### config.mk
export PLATFORM = sky130hd
export DESIGN_NAME = scpr_top
export DESIGN_NICKNAME = d
export VERILOG_FILES = /design/src/hdl/scpr_top.v /design/src/hdl/scpr_fifo.v /design/src/hdl/scpr_por.v
export VERILOG_INCLUDE_DIRS = /design/src /design/src/hdl
export SDC_FILE = /design/constraint.sdc
export NUM_CORES = 1
export LEC_CHECK = 0
export ABC_AREA = 1
export BUFFER_PORTS_ARGS = -buffer_cell sky130_fd_sc_hd__buf_2
export CAP_MARGIN = 30
export CELL_PAD_IN_SITES_DETAIL_PLACEMENT = 0
export CELL_PAD_IN_SITES_GLOBAL_PLACEMENT = 1
export CORE_UTILIZATION = 45
export DETAILED_ROUTE_END_ITERATION = 16
export GPL_ROUTABILITY_DRIVEN = 0
export GPL_TIMING_DRIVEN = 0
export PLACE_DENSITY_LB_ADDON = 0.1
export SKIP_CTS_REPAIR_TIMING = 1
export SLEW_MARGIN = 25
export SYNTH_ARGS = -nofsm -noshare
export SYNTH_HDL_FRONTEND = slang
export SYNTH_HIERARCHICAL = 1
export SYNTH_SLANG_ARGS = --single-unit
### constraint.sdc
create_clock -name mclk_i -period 3.3 [get_ports mclk_i]
set_clock_uncertainty 0.2 [all_clocks]
set_input_delay 0.33 -clock mclk_i [delete_from_list [all_inputs] [get_ports mclk_i]]
set_output_delay 0.33 -clock mclk_i [all_outputs]
set_load 0.03 [all_outputs]
### src/hdl/scpr_defs.vh
`ifndef SCPR_DEFS_VH
`define SCPR_DEFS_VH
// Array geometry: 1M words of 16 bits, read MSB first
`define SCPR_ADDR_W 20
`define SCPR_WORD_W 16
`define SCPR_BIT_W 4
`define SCPR_BIT_LAST 4'hf
`define SCPR_BIT_FIRST 4'h0
// Partitioning
`define SCPR_PICK_W 2
`define SCPR_PAGE_LSB 18
`define SCPR_PAGE_OFFSET_W 18
`define SCPR_PAGE_OFFSET_LAST 18'h3ffff
`define SCPR_PAGE_OFFSET_FIRST 18'h00000
`define SCPR_FULL_FIRST 20'h00000
`define SCPR_FULL_LAST 20'hfffff
// Prefetch buffer
`define SCPR_FIFO_DEPTH 4
`define SCPR_FIFO_PTR_W 2
// Power-on reset cycle
`define SCPR_CLK_PERIOD_NS 4
`define SCPR_POR_TIME_NS 1000
`define SCPR_POR_CYCLES ((`SCPR_POR_TIME_NS + `SCPR_CLK_PERIOD_NS - 1) / `SCPR_CLK_PERIOD_NS)
`define SCPR_POR_CNT_W 9
`define SCPR_POR_CNT_RESET 9'h000
`endif

### src/hdl/scpr_top.v
`timescale 1ns/1ps
`include "scpr_defs.vh"
// Summary of operation
// - Our cascade enable output feeds the next memory's chip select.
// - Ready indicator pulled Low during power-on reset, then released.
// - Clock after final bit drives cascade enable Low, data driver off.
// - Chip select Low enables our data output, streaming our own contents.
// - Reset/output-enable Low after configuration clears the address counter.
// - Program-mode select Low enters 2-wire programming mode.
// - Program select High and chip select High gives standby, data floated.
// - Paging splits address space into four quarters, else full range.
// - Reset/output-enable Low clears counters; High with select Low drives data.
// - Stream counters advance only with select Low and enable High; with select High they freeze while prefetch fills the buffer.
// - Cascade output High until the range is spent, then follows select until enable falls.
module scpr_top (
	input wire mclk_i,
	input wire nrst_i,
	input wire fpga_config_clock_i,
	input wire chip_select_n_i,
	input wire reset_oe_i,
	input wire program_mode_n_i,
	input wire paging_enable_i,
	input wire [`SCPR_PICK_W-1:0] partition_pick_i,
	input wire [`SCPR_WORD_W-1:0] array_word_i,
	input wire array_valid_i,
	output wire array_req_o,
	output wire [`SCPR_ADDR_W-1:0] array_addr_o,
	output wire data_o,
	output wire data_oe_o,
	output wire cascade_enable_out_n_o,
	output wire ready_o,
	output wire ready_oe_o,
	output wire prog_mode_o,
	output wire standby_o
);
	reg clk_prev_reg;
	reg [`SCPR_ADDR_W-1:0] addr_reg;
	reg [`SCPR_ADDR_W-1:0] addr_next;
	reg [`SCPR_BIT_W-1:0] bit_reg;
	reg [`SCPR_BIT_W-1:0] bit_next;
	reg done_reg;
	reg done_next;
	reg [`SCPR_ADDR_W-1:0] fetch_addr_reg;
	reg [`SCPR_ADDR_W-1:0] fetch_addr_next;
	reg fetch_done_reg;
	reg fetch_done_next;
	reg req_reg;
	reg req_next;
	reg data_reg;
	reg data_oe_reg;
	reg cascade_n_reg;
	reg cascade_n_next;
	wire por_done;
	wire cfg_mode;
	wire clk_rise;
	wire clear;
	wire active;
	wire advance;
	wire last_bit;
	wire [`SCPR_ADDR_W-1:0] range_first;
	wire [`SCPR_ADDR_W-1:0] range_last;
	wire fifo_in_valid;
	wire fifo_in_ready;
	wire fifo_out_valid;
	wire fifo_out_ready;
	wire [`SCPR_WORD_W-1:0] fifo_head;
	wire [`SCPR_WORD_W-1:0] head_shifted;

	scpr_por u_por (
		.mclk_i(mclk_i),
		.nrst_i(nrst_i),
		.por_done_o(por_done)
	);

	// Open collector: only ever drives Low
	assign ready_o = 1'b0;
	assign ready_oe_o = ~por_done;

	// Program-mode select Low hands the pins to the 2-wire programming port
	assign cfg_mode = program_mode_n_i;
	assign prog_mode_o = ~program_mode_n_i;
	assign standby_o = cfg_mode & chip_select_n_i;

	// Clock input is synchronous, so a plain previous-value compare suffices
	assign clk_rise = fpga_config_clock_i & ~clk_prev_reg;

	always @(posedge mclk_i or negedge nrst_i) begin
		if (!nrst_i)
			clk_prev_reg <= 1'b0;
		else
			clk_prev_reg <= fpga_config_clock_i;
	end

	// Quarter pages when partitioned, whole array otherwise
	assign range_first = paging_enable_i ? {partition_pick_i, `SCPR_PAGE_OFFSET_FIRST} : `SCPR_FULL_FIRST;
	assign range_last = paging_enable_i ? {partition_pick_i, `SCPR_PAGE_OFFSET_LAST} : `SCPR_FULL_LAST;

	// Counters held clear until power-on reset ends and while enable is Low
	assign clear = ~por_done | ~cfg_mode | ~reset_oe_i;
	assign active = ~clear & ~chip_select_n_i;
	// A missing prefetched word stalls the stream rather than sending garbage
	assign advance = active & clk_rise & ~done_reg & fifo_out_valid;
	assign last_bit = (bit_reg == `SCPR_BIT_LAST);
	assign fifo_out_ready = advance & last_bit;

	always @* begin
		addr_next = addr_reg;
		bit_next = bit_reg;
		done_next = done_reg;
		if (clear) begin
			addr_next = range_first;
			bit_next = `SCPR_BIT_FIRST;
			done_next = 1'b0;
		end else if (advance) begin
			bit_next = bit_reg + 4'h1;
			if (last_bit) begin
				if (addr_reg == range_last)
					done_next = 1'b1;
				else
					addr_next = addr_reg + 20'h00001;
			end
		end
	end

	always @(posedge mclk_i or negedge nrst_i) begin
		if (!nrst_i) begin
			addr_reg <= `SCPR_FULL_FIRST;
			bit_reg <= `SCPR_BIT_FIRST;
			done_reg <= 1'b0;
		end else begin
			addr_reg <= addr_next;
			bit_reg <= bit_next;
			done_reg <= done_next;
		end
	end

	// Prefetch runs ahead of the serial stream, stopped by a full buffer
	always @* begin
		fetch_addr_next = fetch_addr_reg;
		fetch_done_next = fetch_done_reg;
		req_next = req_reg;
		if (clear) begin
			fetch_addr_next = range_first;
			fetch_done_next = 1'b0;
			req_next = 1'b0;
		end else if (req_reg) begin
			if (array_valid_i) begin
				req_next = 1'b0;
				if (fetch_addr_reg == range_last)
					fetch_done_next = 1'b1;
				else
					fetch_addr_next = fetch_addr_reg + 20'h00001;
			end
		end else if (!fetch_done_reg && fifo_in_ready) begin
			req_next = 1'b1;
		end
	end

	always @(posedge mclk_i or negedge nrst_i) begin
		if (!nrst_i) begin
			fetch_addr_reg <= `SCPR_FULL_FIRST;
			fetch_done_reg <= 1'b0;
			req_reg <= 1'b0;
		end else begin
			fetch_addr_reg <= fetch_addr_next;
			fetch_done_reg <= fetch_done_next;
			req_reg <= req_next;
		end
	end

	assign array_req_o = req_reg;
	assign array_addr_o = fetch_addr_reg;
	// Words arriving after a clear belong to a dropped request
	assign fifo_in_valid = req_reg & array_valid_i & ~clear;

	scpr_fifo #(
		.WIDTH(`SCPR_WORD_W),
		.DEPTH(`SCPR_FIFO_DEPTH),
		.PTR_W(`SCPR_FIFO_PTR_W)
	) u_fifo (
		.mclk_i(mclk_i),
		.nrst_i(nrst_i),
		.flush_i(clear),
		.in_valid_i(fifo_in_valid),
		.in_ready_o(fifo_in_ready),
		.in_data_i(array_word_i),
		.out_valid_o(fifo_out_valid),
		.out_ready_i(fifo_out_ready),
		.out_data_o(fifo_head)
	);

	// Most significant bit of each word goes out first
	assign head_shifted = fifo_head << bit_reg;

	always @(posedge mclk_i or negedge nrst_i) begin
		if (!nrst_i) begin
			data_reg <= 1'b0;
			data_oe_reg <= 1'b0;
		end else begin
			data_reg <= head_shifted[`SCPR_WORD_W-1];
			// Floated in standby, after the last bit, and when the enable is Low
			data_oe_reg <= active & ~done_next & fifo_out_valid;
		end
	end

	assign data_o = data_reg;
	assign data_oe_o = data_oe_reg;

	// Once the range is spent the output tracks chip select; enable Low re-arms
	always @* begin
		cascade_n_next = 1'b1;
		if (!clear && done_next)
			cascade_n_next = chip_select_n_i;
	end

	always @(posedge mclk_i or negedge nrst_i) begin
		if (!nrst_i)
			cascade_n_reg <= 1'b1;
		else
			cascade_n_reg <= cascade_n_next;
	end

	assign cascade_enable_out_n_o = cascade_n_reg;
endmodule // scpr_top

### src/hdl/scpr_fifo.v
`timescale 1ns/1ps
module scpr_fifo #(
	parameter WIDTH = 16,
	parameter DEPTH = 4,
	parameter PTR_W = 2
) (
	input wire mclk_i,
	input wire nrst_i,
	input wire flush_i,
	input wire in_valid_i,
	output wire in_ready_o,
	input wire [WIDTH-1:0] in_data_i,
	output wire out_valid_o,
	input wire out_ready_i,
	output wire [WIDTH-1:0] out_data_o
);
	reg [WIDTH-1:0] mem_reg [0:DEPTH-1];
	reg [PTR_W-1:0] wr_ptr_reg;
	reg [PTR_W-1:0] rd_ptr_reg;
	reg [PTR_W:0] count_reg;
	wire push;
	wire pop;
	integer i;

	assign in_ready_o = (count_reg != DEPTH[PTR_W:0]);
	assign out_valid_o = (count_reg != {(PTR_W+1){1'b0}});
	assign out_data_o = mem_reg[rd_ptr_reg];
	assign push = in_valid_i & in_ready_o & ~flush_i;
	assign pop = out_valid_o & out_ready_i & ~flush_i;

	always @(posedge mclk_i or negedge nrst_i) begin
		if (!nrst_i) begin
			wr_ptr_reg <= {PTR_W{1'b0}};
			rd_ptr_reg <= {PTR_W{1'b0}};
			count_reg <= {(PTR_W+1){1'b0}};
		end else if (flush_i) begin
			wr_ptr_reg <= {PTR_W{1'b0}};
			rd_ptr_reg <= {PTR_W{1'b0}};
			count_reg <= {(PTR_W+1){1'b0}};
		end else begin
			if (push)
				wr_ptr_reg <= wr_ptr_reg + 1'b1;
			if (pop)
				rd_ptr_reg <= rd_ptr_reg + 1'b1;
			if (push && !pop)
				count_reg <= count_reg + 1'b1;
			else if (pop && !push)
				count_reg <= count_reg - 1'b1;
		end
	end

	always @(posedge mclk_i or negedge nrst_i) begin
		if (!nrst_i) begin
			for (i = 0; i < DEPTH; i = i + 1)
				mem_reg[i] <= {WIDTH{1'b0}};
		end else if (push) begin
			mem_reg[wr_ptr_reg] <= in_data_i;
		end
	end
endmodule // scpr_fifo

### src/hdl/scpr_por.v
`timescale 1ns/1ps
`include "scpr_defs.vh"
module scpr_por (
	input wire mclk_i,
	input wire nrst_i,
	output wire por_done_o
);
	reg [`SCPR_POR_CNT_W-1:0] cnt_reg;
	reg done_reg;

	assign por_done_o = done_reg;

	always @(posedge mclk_i or negedge nrst_i) begin
		if (!nrst_i) begin
			cnt_reg <= `SCPR_POR_CNT_RESET;
			done_reg <= 1'b0;
		end else if (!done_reg) begin
			cnt_reg <= cnt_reg + 1'b1;
			if (cnt_reg == `SCPR_POR_CYCLES - 1)
				done_reg <= 1'b1;
		end
	end
endmodule // scpr_por

==> flow_summary.toml, run 1 <==
[timing]
timing.final.crit_share = 0.870
grt_setup_unrepaired = "false"
whs_ns = 0.0185
tightest_slew_ns = 0.612
fin_crit_ns = 2.87
drv_slew = 0
clock.fmax_ghz = 0.348
hold_viol_final = 0
setup_tns_ns = 0
slew_headroom = 0.592
setup_viol = 0

[clock_network]
clkSinkCount = 132
clk_pin_slew_ns = 0.07
cts_root_buf = "clkbuf_16"
clock_path_buffers = 2
htreeDepth = 4
clk_latency_ns = 0.42
cts_buffers = 17
cts_tree = "yes"

[grt]
grt.overflow.total = 0
grt_max_degree = 78
grt_pass1_vias = 6030
grt_antenna_before_repair = 0
grt_pass1_wl_um = 30800
grt_usage = 0.240

[setup_path]
cp_common_cell = "nand2_1"
path_cells = "nand3_1 > buf_2 > clkbuf_2 > inv_1 > nand3_2 > inv_1 > fa_1 > xor2_1 > nand3b_1 > nand2_1 > nand2_1 > nand2_1"
critPathRequiredTime_ns = 3.41
cp.buffers_inverters = 4
arrival_ns = 2.98
slowest_delay_ns = 0.45
cp-start-kind = "flip-flop"
rrSetupSlack_ns = 0.43
slowest_stage = "dfrtp_1"
path_max_fanout = 14
cp_top_family = "buffers and inverters"
worstSetupPathType = "reg2reg"
critPathCaptureType = "flip-flop"

[power]
leakage_nw = 4.17
ir_worst_vdd_v = 0.000350
fin_total_pwr_mw = 3.68
powerDensity_nw_per_um2 = 430

[detailed_routing]
routed_wl_um = 18700
wire_per_inst_um = 15.1
firstDrtPassIters = 5
drc = 0
vias_per_cell = 5.06
via_count = 6259
dr_wl_met2_um = 8940
ant_nets = 0
top_layer = "met4"
wl_met3_um = 667
wl_met1_um = 8790
dr.first_iter.drc_count = 399

[logic_synthesis]
synth_top_cell_by_area = "dfrtp_1"
async_flop_share = 1.00
ys_types = 44
yosysSeqAreaShare = 0.449
synthFlopType = "dfrtp_1"
syn-instance-count = 932
ys_top_cells_by_area = "dfrtp_1 (45%), nand2_1 (13%), nor2_1 (6.3%)"
synth_nets = 968
syn_area_um2 = 7360
ys_ff_latch = 132
yosysWarnings = 6
yosysMostFrequentCell = "nand2_1"
synth.avg_cell_area_um2 = 7.90
synth_edf_count = 0
synth_top_area_share = 0.446
synth_common_cells = "nand2_1 (261), dfrtp_1 (131), nor2_1 (123)"

[outcome]
run_status = "completed"

[floorplan]
core-area_um2 = 15900
die_w_um = 130
die-area_um2 = 16900
row_count = 46
initial_utilization = 0.462
boundaryPins = 54
die_height_um = 130

[min_path]
hold_path_class = "in2reg"

[layout]
area_growth_pct = 16.4
final_nets = 1043
largest_reg_flops = 64
antennaDiodeCount = 0
stdcell_area_um2 = 8560
drive_above_1_share = 0.186

[run]
maxCapViolations = 0

[place]
post_dp_cell_area_um2 = 7930
dp_hpwl_um = 13000
io_buffers = 52
metrics by stage:
| step | worst slack, ns | utilization | instances |
|---|---|---|---|
| after floorplan | 0.623 | - | 932 |
| after global placement | -0.236 | 0.495 | 1200 |
| after detailed placement | 0.0105 | 0.497 | 1201 |
| after CTS | -0.0170 | 0.535 | 1233 |
| after global routing | 0.223 | 0.537 | 1236 |
| final | 0.430 | 0.537 | 1236 |
area by class of cell:
class                      count  area [um^2]
fill                        1598         7380
multi-input combinational    691         3500
sequential                   132         3300
clock buffer                  18          439
timing repair buffer          56          328
buffer                        38          284
tap                          216          270
inverter                      71          268
clock inverter                14          165
logic make-up (layout without fill, tap and decap cells):
group,count (synthesis),after routing,synth area share
fa+ha+maj,10,10,0.0180
xor+xnor,28,28,0.0343
compound gates,166,166,0.138
buf+inv,109,197,0.0748
other cells,1,1,0.000510
flops,132,132,0.449
simple gates,486,486,0.285
cell usage in the layout (no fill, tap or decap), drive strengths merged:
cell / n
o21bai: 1
clkbuf: 29
o22ai: 16
fa: 1
a21oi: 11
inv: 76
xor2: 19
dlygate4sd3: 3
clkinvlp: 1
dfrtp: 131
clkinv: 6
nand2: 274
buf: 80
nor3: 5
and2: 1
nand3: 60
dfstp: 1
nand4: 7
nor3b: 1
o21ai: 132
ha: 9
or2: 5
o211ai: 5
nand3b: 2
a21o: 1
bufinv: 2
nor2: 131
xnor2: 9
conb: 1
tightest hold or removal path: cells and delay by family:
family / cells / cell delay (ns)
compound gates: 1 / 0.13
buf+inv: 2 / 0.15
power by group:
part           total (mW)  switching [mW]  leakage [nW]  internal, mW
logic               0.103          0.0753          2.05        0.0280
clock network        1.95           0.796         0.297          1.16
registers            1.62         0.00357          1.82          1.62
total                3.68           0.874          4.17          2.81
metal layers:
layer | up-vias | global-route usage
li1 | 3147 | -
met1 | 2970 | 0.314
met5 | - | 0
met2 | 122 | 0.397
met4 | 0 | 0.0766
met3 | 20 | 0.0492
path summary, 6_finish.rpt:
kind / start / to / cells after the start
worst min register to register: u_fifo/mem_reg[34] / u_fifo/mem_reg[34] / 2
worst min-delay path: array_word_i[14] / u_fifo/mem_reg[14] / 3
max in group asynchronous: nrst_i / u_fifo/wr_ptr_reg[0] / 3
worst max register to register: u_por/por_done_o / u_fifo/count_reg[2] / 12
min in group asynchronous: nrst_i / array_addr_o[14] / 2
worst max-delay path: u_por/por_done_o / u_fifo/count_reg[2] / 12
Note: power is estimated with default switching activity, not from simulation.
==> run 2, diff against run 1 <==
MAX_ROUTING_LAYER = met4   (was unset)
==> run 2 against run 1 <==
Net effect: fmax barely moved; combinational power barely moved; sequential cell count did not move; die area did not move; register-to-register slack barely moved; clock power barely moved; count of clock-buffer cells in the layout did not move; via count barely moved; final cell count did not move; largest power group unchanged; highest routed layer unchanged.
==> flow_summary.toml, run 2 (synthesis results as in run 1) <==
[place]
place_inst = 1201
post_dp_cell_area_um2 = 7930
io_buffers = 52
dp_slack_ns = 0.0105
dp_hpwl_um = 13000

[layout]
multi_input_area_um2 = 3500
final_common_cell = "nand2_1"
stdcell_count = 1236
antennaDiodeCount = 0
fill_cells = 1598
drive_above_1_share = 0.186
area_growth_pct = 16.4
final_nets = 1043
largest_reg_flops = 64
final_cell_mix = "nand2_1 (261), dfrtp_1 (131), nor2_1 (123)"
stdcell_area_um2 = 8560
seq_area_um2 = 3300

[grt]
grt_usage = 0.247
grt_antenna_before_repair = 0
grt_max_degree = 78
grt.overflow.total = 0
grt_pass1_vias = 6033
grt_pass1_wl_um = 30900

[clock_network]
htreeDepth = 4
clk_pin_slew_ns = 0.07
cts_root_buf = "clkbuf_16"
clock_path_buffers = 2
clkSinkCount = 132
cts_buffers = 17
clk_latency_ns = 0.42
cts_tree = "yes"

[run]
maxCapViolations = 0

[detailed_routing]
drc = 0
vias_per_cell = 5.06
ant_nets = 0
dr.first_iter.drc_count = 396
via_count = 6255
routed_wl_um = 18700
firstDrtPassIters = 5
wire_per_inst_um = 15.1

[timing]
worst_slack_ns = 0.430
timing.final.crit_share = 0.870
setup_viol = 0
hold_viol_final = 0
drv_slew = 0
fin_crit_ns = 2.87
clock.fmax_ghz = 0.348
tightest_slew_ns = 0.613
slew_headroom = 0.591
setup_tns_ns = 0
grt_setup_unrepaired = "false"

[power]
leakage_nw = 4.17
fin_total_pwr_mw = 3.69
ir_worst_vdd_v = 0.000352
powerDensity_nw_per_um2 = 431

[min_path]
hold_path_class = "in2reg"

[setup_path]
slowest_delay_ns = 0.52
cp_common_cell = "nand2_1"
critPathCaptureType = "flip-flop"
slowest_stage = "dlygate4sd3_1"
arrival_ns = 2.98
path_max_fanout = 7
cp-start-kind = "input pin"
path_cells = "dlygate4sd3_1 > buf_2 > nor3b_1 > nand2_1 > nor3_1 > nand2_2 > nand3_2 > inv_1 > fa_1 > xor2_1 > nand3b_1 > nand2_1 > nand2_1 > nand2_1"
critPathRequiredTime_ns = 3.41
worstSetupPathType = "in2reg"

[outcome]
run_status = "completed"

[floorplan]
initial_utilization = 0.462
boundaryPins = 54
row_count = 46
core-area_um2 = 15900
die_w_um = 130
die-area_um2 = 16900
die_height_um = 130
run 2: cell counts in the layout (fill, tap and decap cells not counted):
Identical to the previous run, type by type.
run 2: final timing paths:
kind                                     startpoint              endpoint  slack [ns]  cells after the start
worst max register to register     u_por/por_done_o   u_fifo/count_reg[2]        0.43                     12
worst max-delay path            fpga_config_clock_i   u_fifo/count_reg[2]        0.43                     14
min in group asynchronous                    nrst_i      array_addr_o[14]        0.29                      2
worst min-delay path               array_word_i[14]    u_fifo/mem_reg[14]        0.02                      3
max in group asynchronous                    nrst_i  u_fifo/wr_ptr_reg[0]        1.91                      3
worst min register to register   u_fifo/mem_reg[34]    u_fifo/mem_reg[34]        0.28                      2
run 2: routing by layer:
layer  up-vias  wire length, um  global-route usage
met5         -                0                   -
met1      2960             8790               0.314
met2       116             8940               0.398
met4         0              320              0.0766
li1       3153                -                   -
met3        26              644              0.0504
run 2: layout make-up:
type                    instances  area share
clock buffers                  18      0.0513
repair buffers                 56      0.0383
plain buffers                  38      0.0332
inverters                      71      0.0313
clock inverters                14      0.0193
multi-input cells             691       0.409
flip-flops and latches        132       0.386
well taps                     216      0.0316
run 2: power breakdown:
part	internal (mW)	switching, mW
clock network	1.16	0.799
logic	0.0280	0.0757
registers	1.62	0.00354
run 2: critical path: cells and delay by family:
family | cells | cell delay (ns)
AND/OR/NAND/NOR | 9 | 1.41
buffers and inverters | 3 | 0.70
adder cells (fa/ha/maj) | 1 | 0.37
XOR/XNOR | 1 | 0.17
run 2: stage by stage:
stage / utilization / hold slack, ns
floorplan: - / -0.166
detailed placement: 0.497 / 0.163
finish: 0.537 / 0.0196
global route: 0.537 / 0.0175
global placement: 0.495 / 0.260
CTS: 0.535 / -0.286
==> run 3, diff against run 2 <==
==> constraint.sdc (replaced) <==
create_clock -name mclk_i -period 3.3 [get_ports mclk_i]
set_clock_uncertainty 0.2 [all_clocks]
set_input_delay 0.66 -clock mclk_i [delete_from_list [all_inputs] [get_ports mclk_i]]
set_output_delay 0.66 -clock mclk_i [all_outputs]
set_load 0.03 [all_outputs]
==> run 3 against run 2 <==
Net effect: worst setup slack worse by 0.0052 ns; sequential share of layout area is 0.14 points higher; register-to-register slack hardly changed; wire length is 0.17% lower; final cell count is 0.24% lower; critical endpoint unchanged.
==> flow_summary.toml, run 3 (synthesis results as in run 1) <==
[timing]
grt_setup_unrepaired = "false"
tightest_slew_ns = 0.623
timing.final.crit_share = 0.871
setup_tns_ns = 0
setup_viol = 0
hold_viol_final = 0
whs_ns = 0.0195
slew_headroom = 0.585
fin_crit_ns = 2.88
drv_slew = 0
clock.fmax_ghz = 0.348
worst_slack_ns = 0.425

[detailed_routing]
vias_per_cell = 5.05
dr.first_iter.drc_count = 420
wl_met1_um = 8750
via_count = 6227
top_layer = "met4"
dr_wl_met2_um = 8960
wl_met3_um = 649
firstDrtPassIters = 5
ant_nets = 0
routed_wl_um = 18700
drc = 0
wire_per_inst_um = 15.1

[place]
dp_slack_ns = -0.271
io_buffers = 52
place_inst = 1201
dp_hpwl_um = 13000
post_dp_cell_area_um2 = 7930

[layout]
final_common_cell = "nand2_1"
antennaDiodeCount = 0
stdcell_area_um2 = 8530
largest_reg_flops = 64
stdcell_count = 1233
final_nets = 1040
fin_util = 0.535
final_cell_mix = "nand2_1 (261), dfrtp_1 (131), nor2_1 (123)"
area_growth_pct = 15.9
drive_above_1_share = 0.187

[grt]
grt.overflow.total = 0
grt_antenna_before_repair = 0
grt_usage = 0.247
grt_max_degree = 78
grt_pass1_vias = 6033
grt_pass1_wl_um = 30900

[floorplan]
boundaryPins = 54
core-area_um2 = 15900
die-area_um2 = 16900
row_count = 46
die_w_um = 130
initial_utilization = 0.462
die_height_um = 130

[clock_network]
htreeDepth = 4
clock_path_buffers = 2
cts_tree = "yes"
clk_pin_slew_ns = 0.06
cts_buffers = 17
clkSinkCount = 132
cts_root_buf = "clkbuf_16"
clk_latency_ns = 0.42

[setup_path]
arrival_ns = 2.98
path_max_fanout = 14
critPathRequiredTime_ns = 3.41
worstSetupPathType = "reg2reg"
cp-start-kind = "flip-flop"
critPathCaptureType = "flip-flop"

[outcome]
run_status = "completed"

[power]
ir_worst_vdd_v = 0.000353
fin_total_pwr_mw = 3.68
leakage_nw = 4.16
powerDensity_nw_per_um2 = 432

[run]
maxCapViolations = 0

[min_path]
hold_path_class = "in2async"
[run 3: area by class of cell]
cell class	count	area, um^2
well taps	216	270
repair buffers	53	298
clock inverters	14	165
inverters	71	268
clock buffers	18	439
multi-input cells	691	3500
plain buffers	38	284
fillers	1601	7410
flip-flops and latches	132	3300
[run 3: power breakdown]
part           total, mW  switching, mW  internal (mW)
Sequential          1.62        0.00353           1.62
Combinational      0.101         0.0748         0.0257
Clock               1.96          0.798           1.16
[run 3: final timing paths]
kind	end	slack (ns)	start	depth (start not counted)
max	u_fifo/count_reg[2]	0.42	u_por/por_done_o	12
min	array_addr_o[14]	0.02	nrst_i	1
max reg2reg	u_fifo/count_reg[2]	0.42	u_por/por_done_o	12
min reg2reg	u_fifo/mem_reg[34]	0.28	u_fifo/mem_reg[34]	2
max in group asynchronous	u_fifo/count_reg[0]	2.16	nrst_i	2
min in group mclk_i	clk_prev_reg	0.18	fpga_config_clock_i	1
[run 3: worst max-delay path, cell delays in order, from the launching register on]
cell and delay [ns]:
dfrtp_1 0.45, nand3_1 0.21, buf_2 0.28, clkbuf_2 0.40
inv_1 0.19, nand3_2 0.14, inv_1 0.06, fa_1 0.37
xor2_1 0.17, nand3b_1 0.13, nand2_1 0.05, nand2_1 0.06
nand2_1 0.05
[run 3: routing by layer]
metal	global-route usage	vias to the layer above
met5	-	-
met4	0.0766	0
met3	0.0504	22
met2	0.398	117
met1	0.314	2943
li1	-	3145
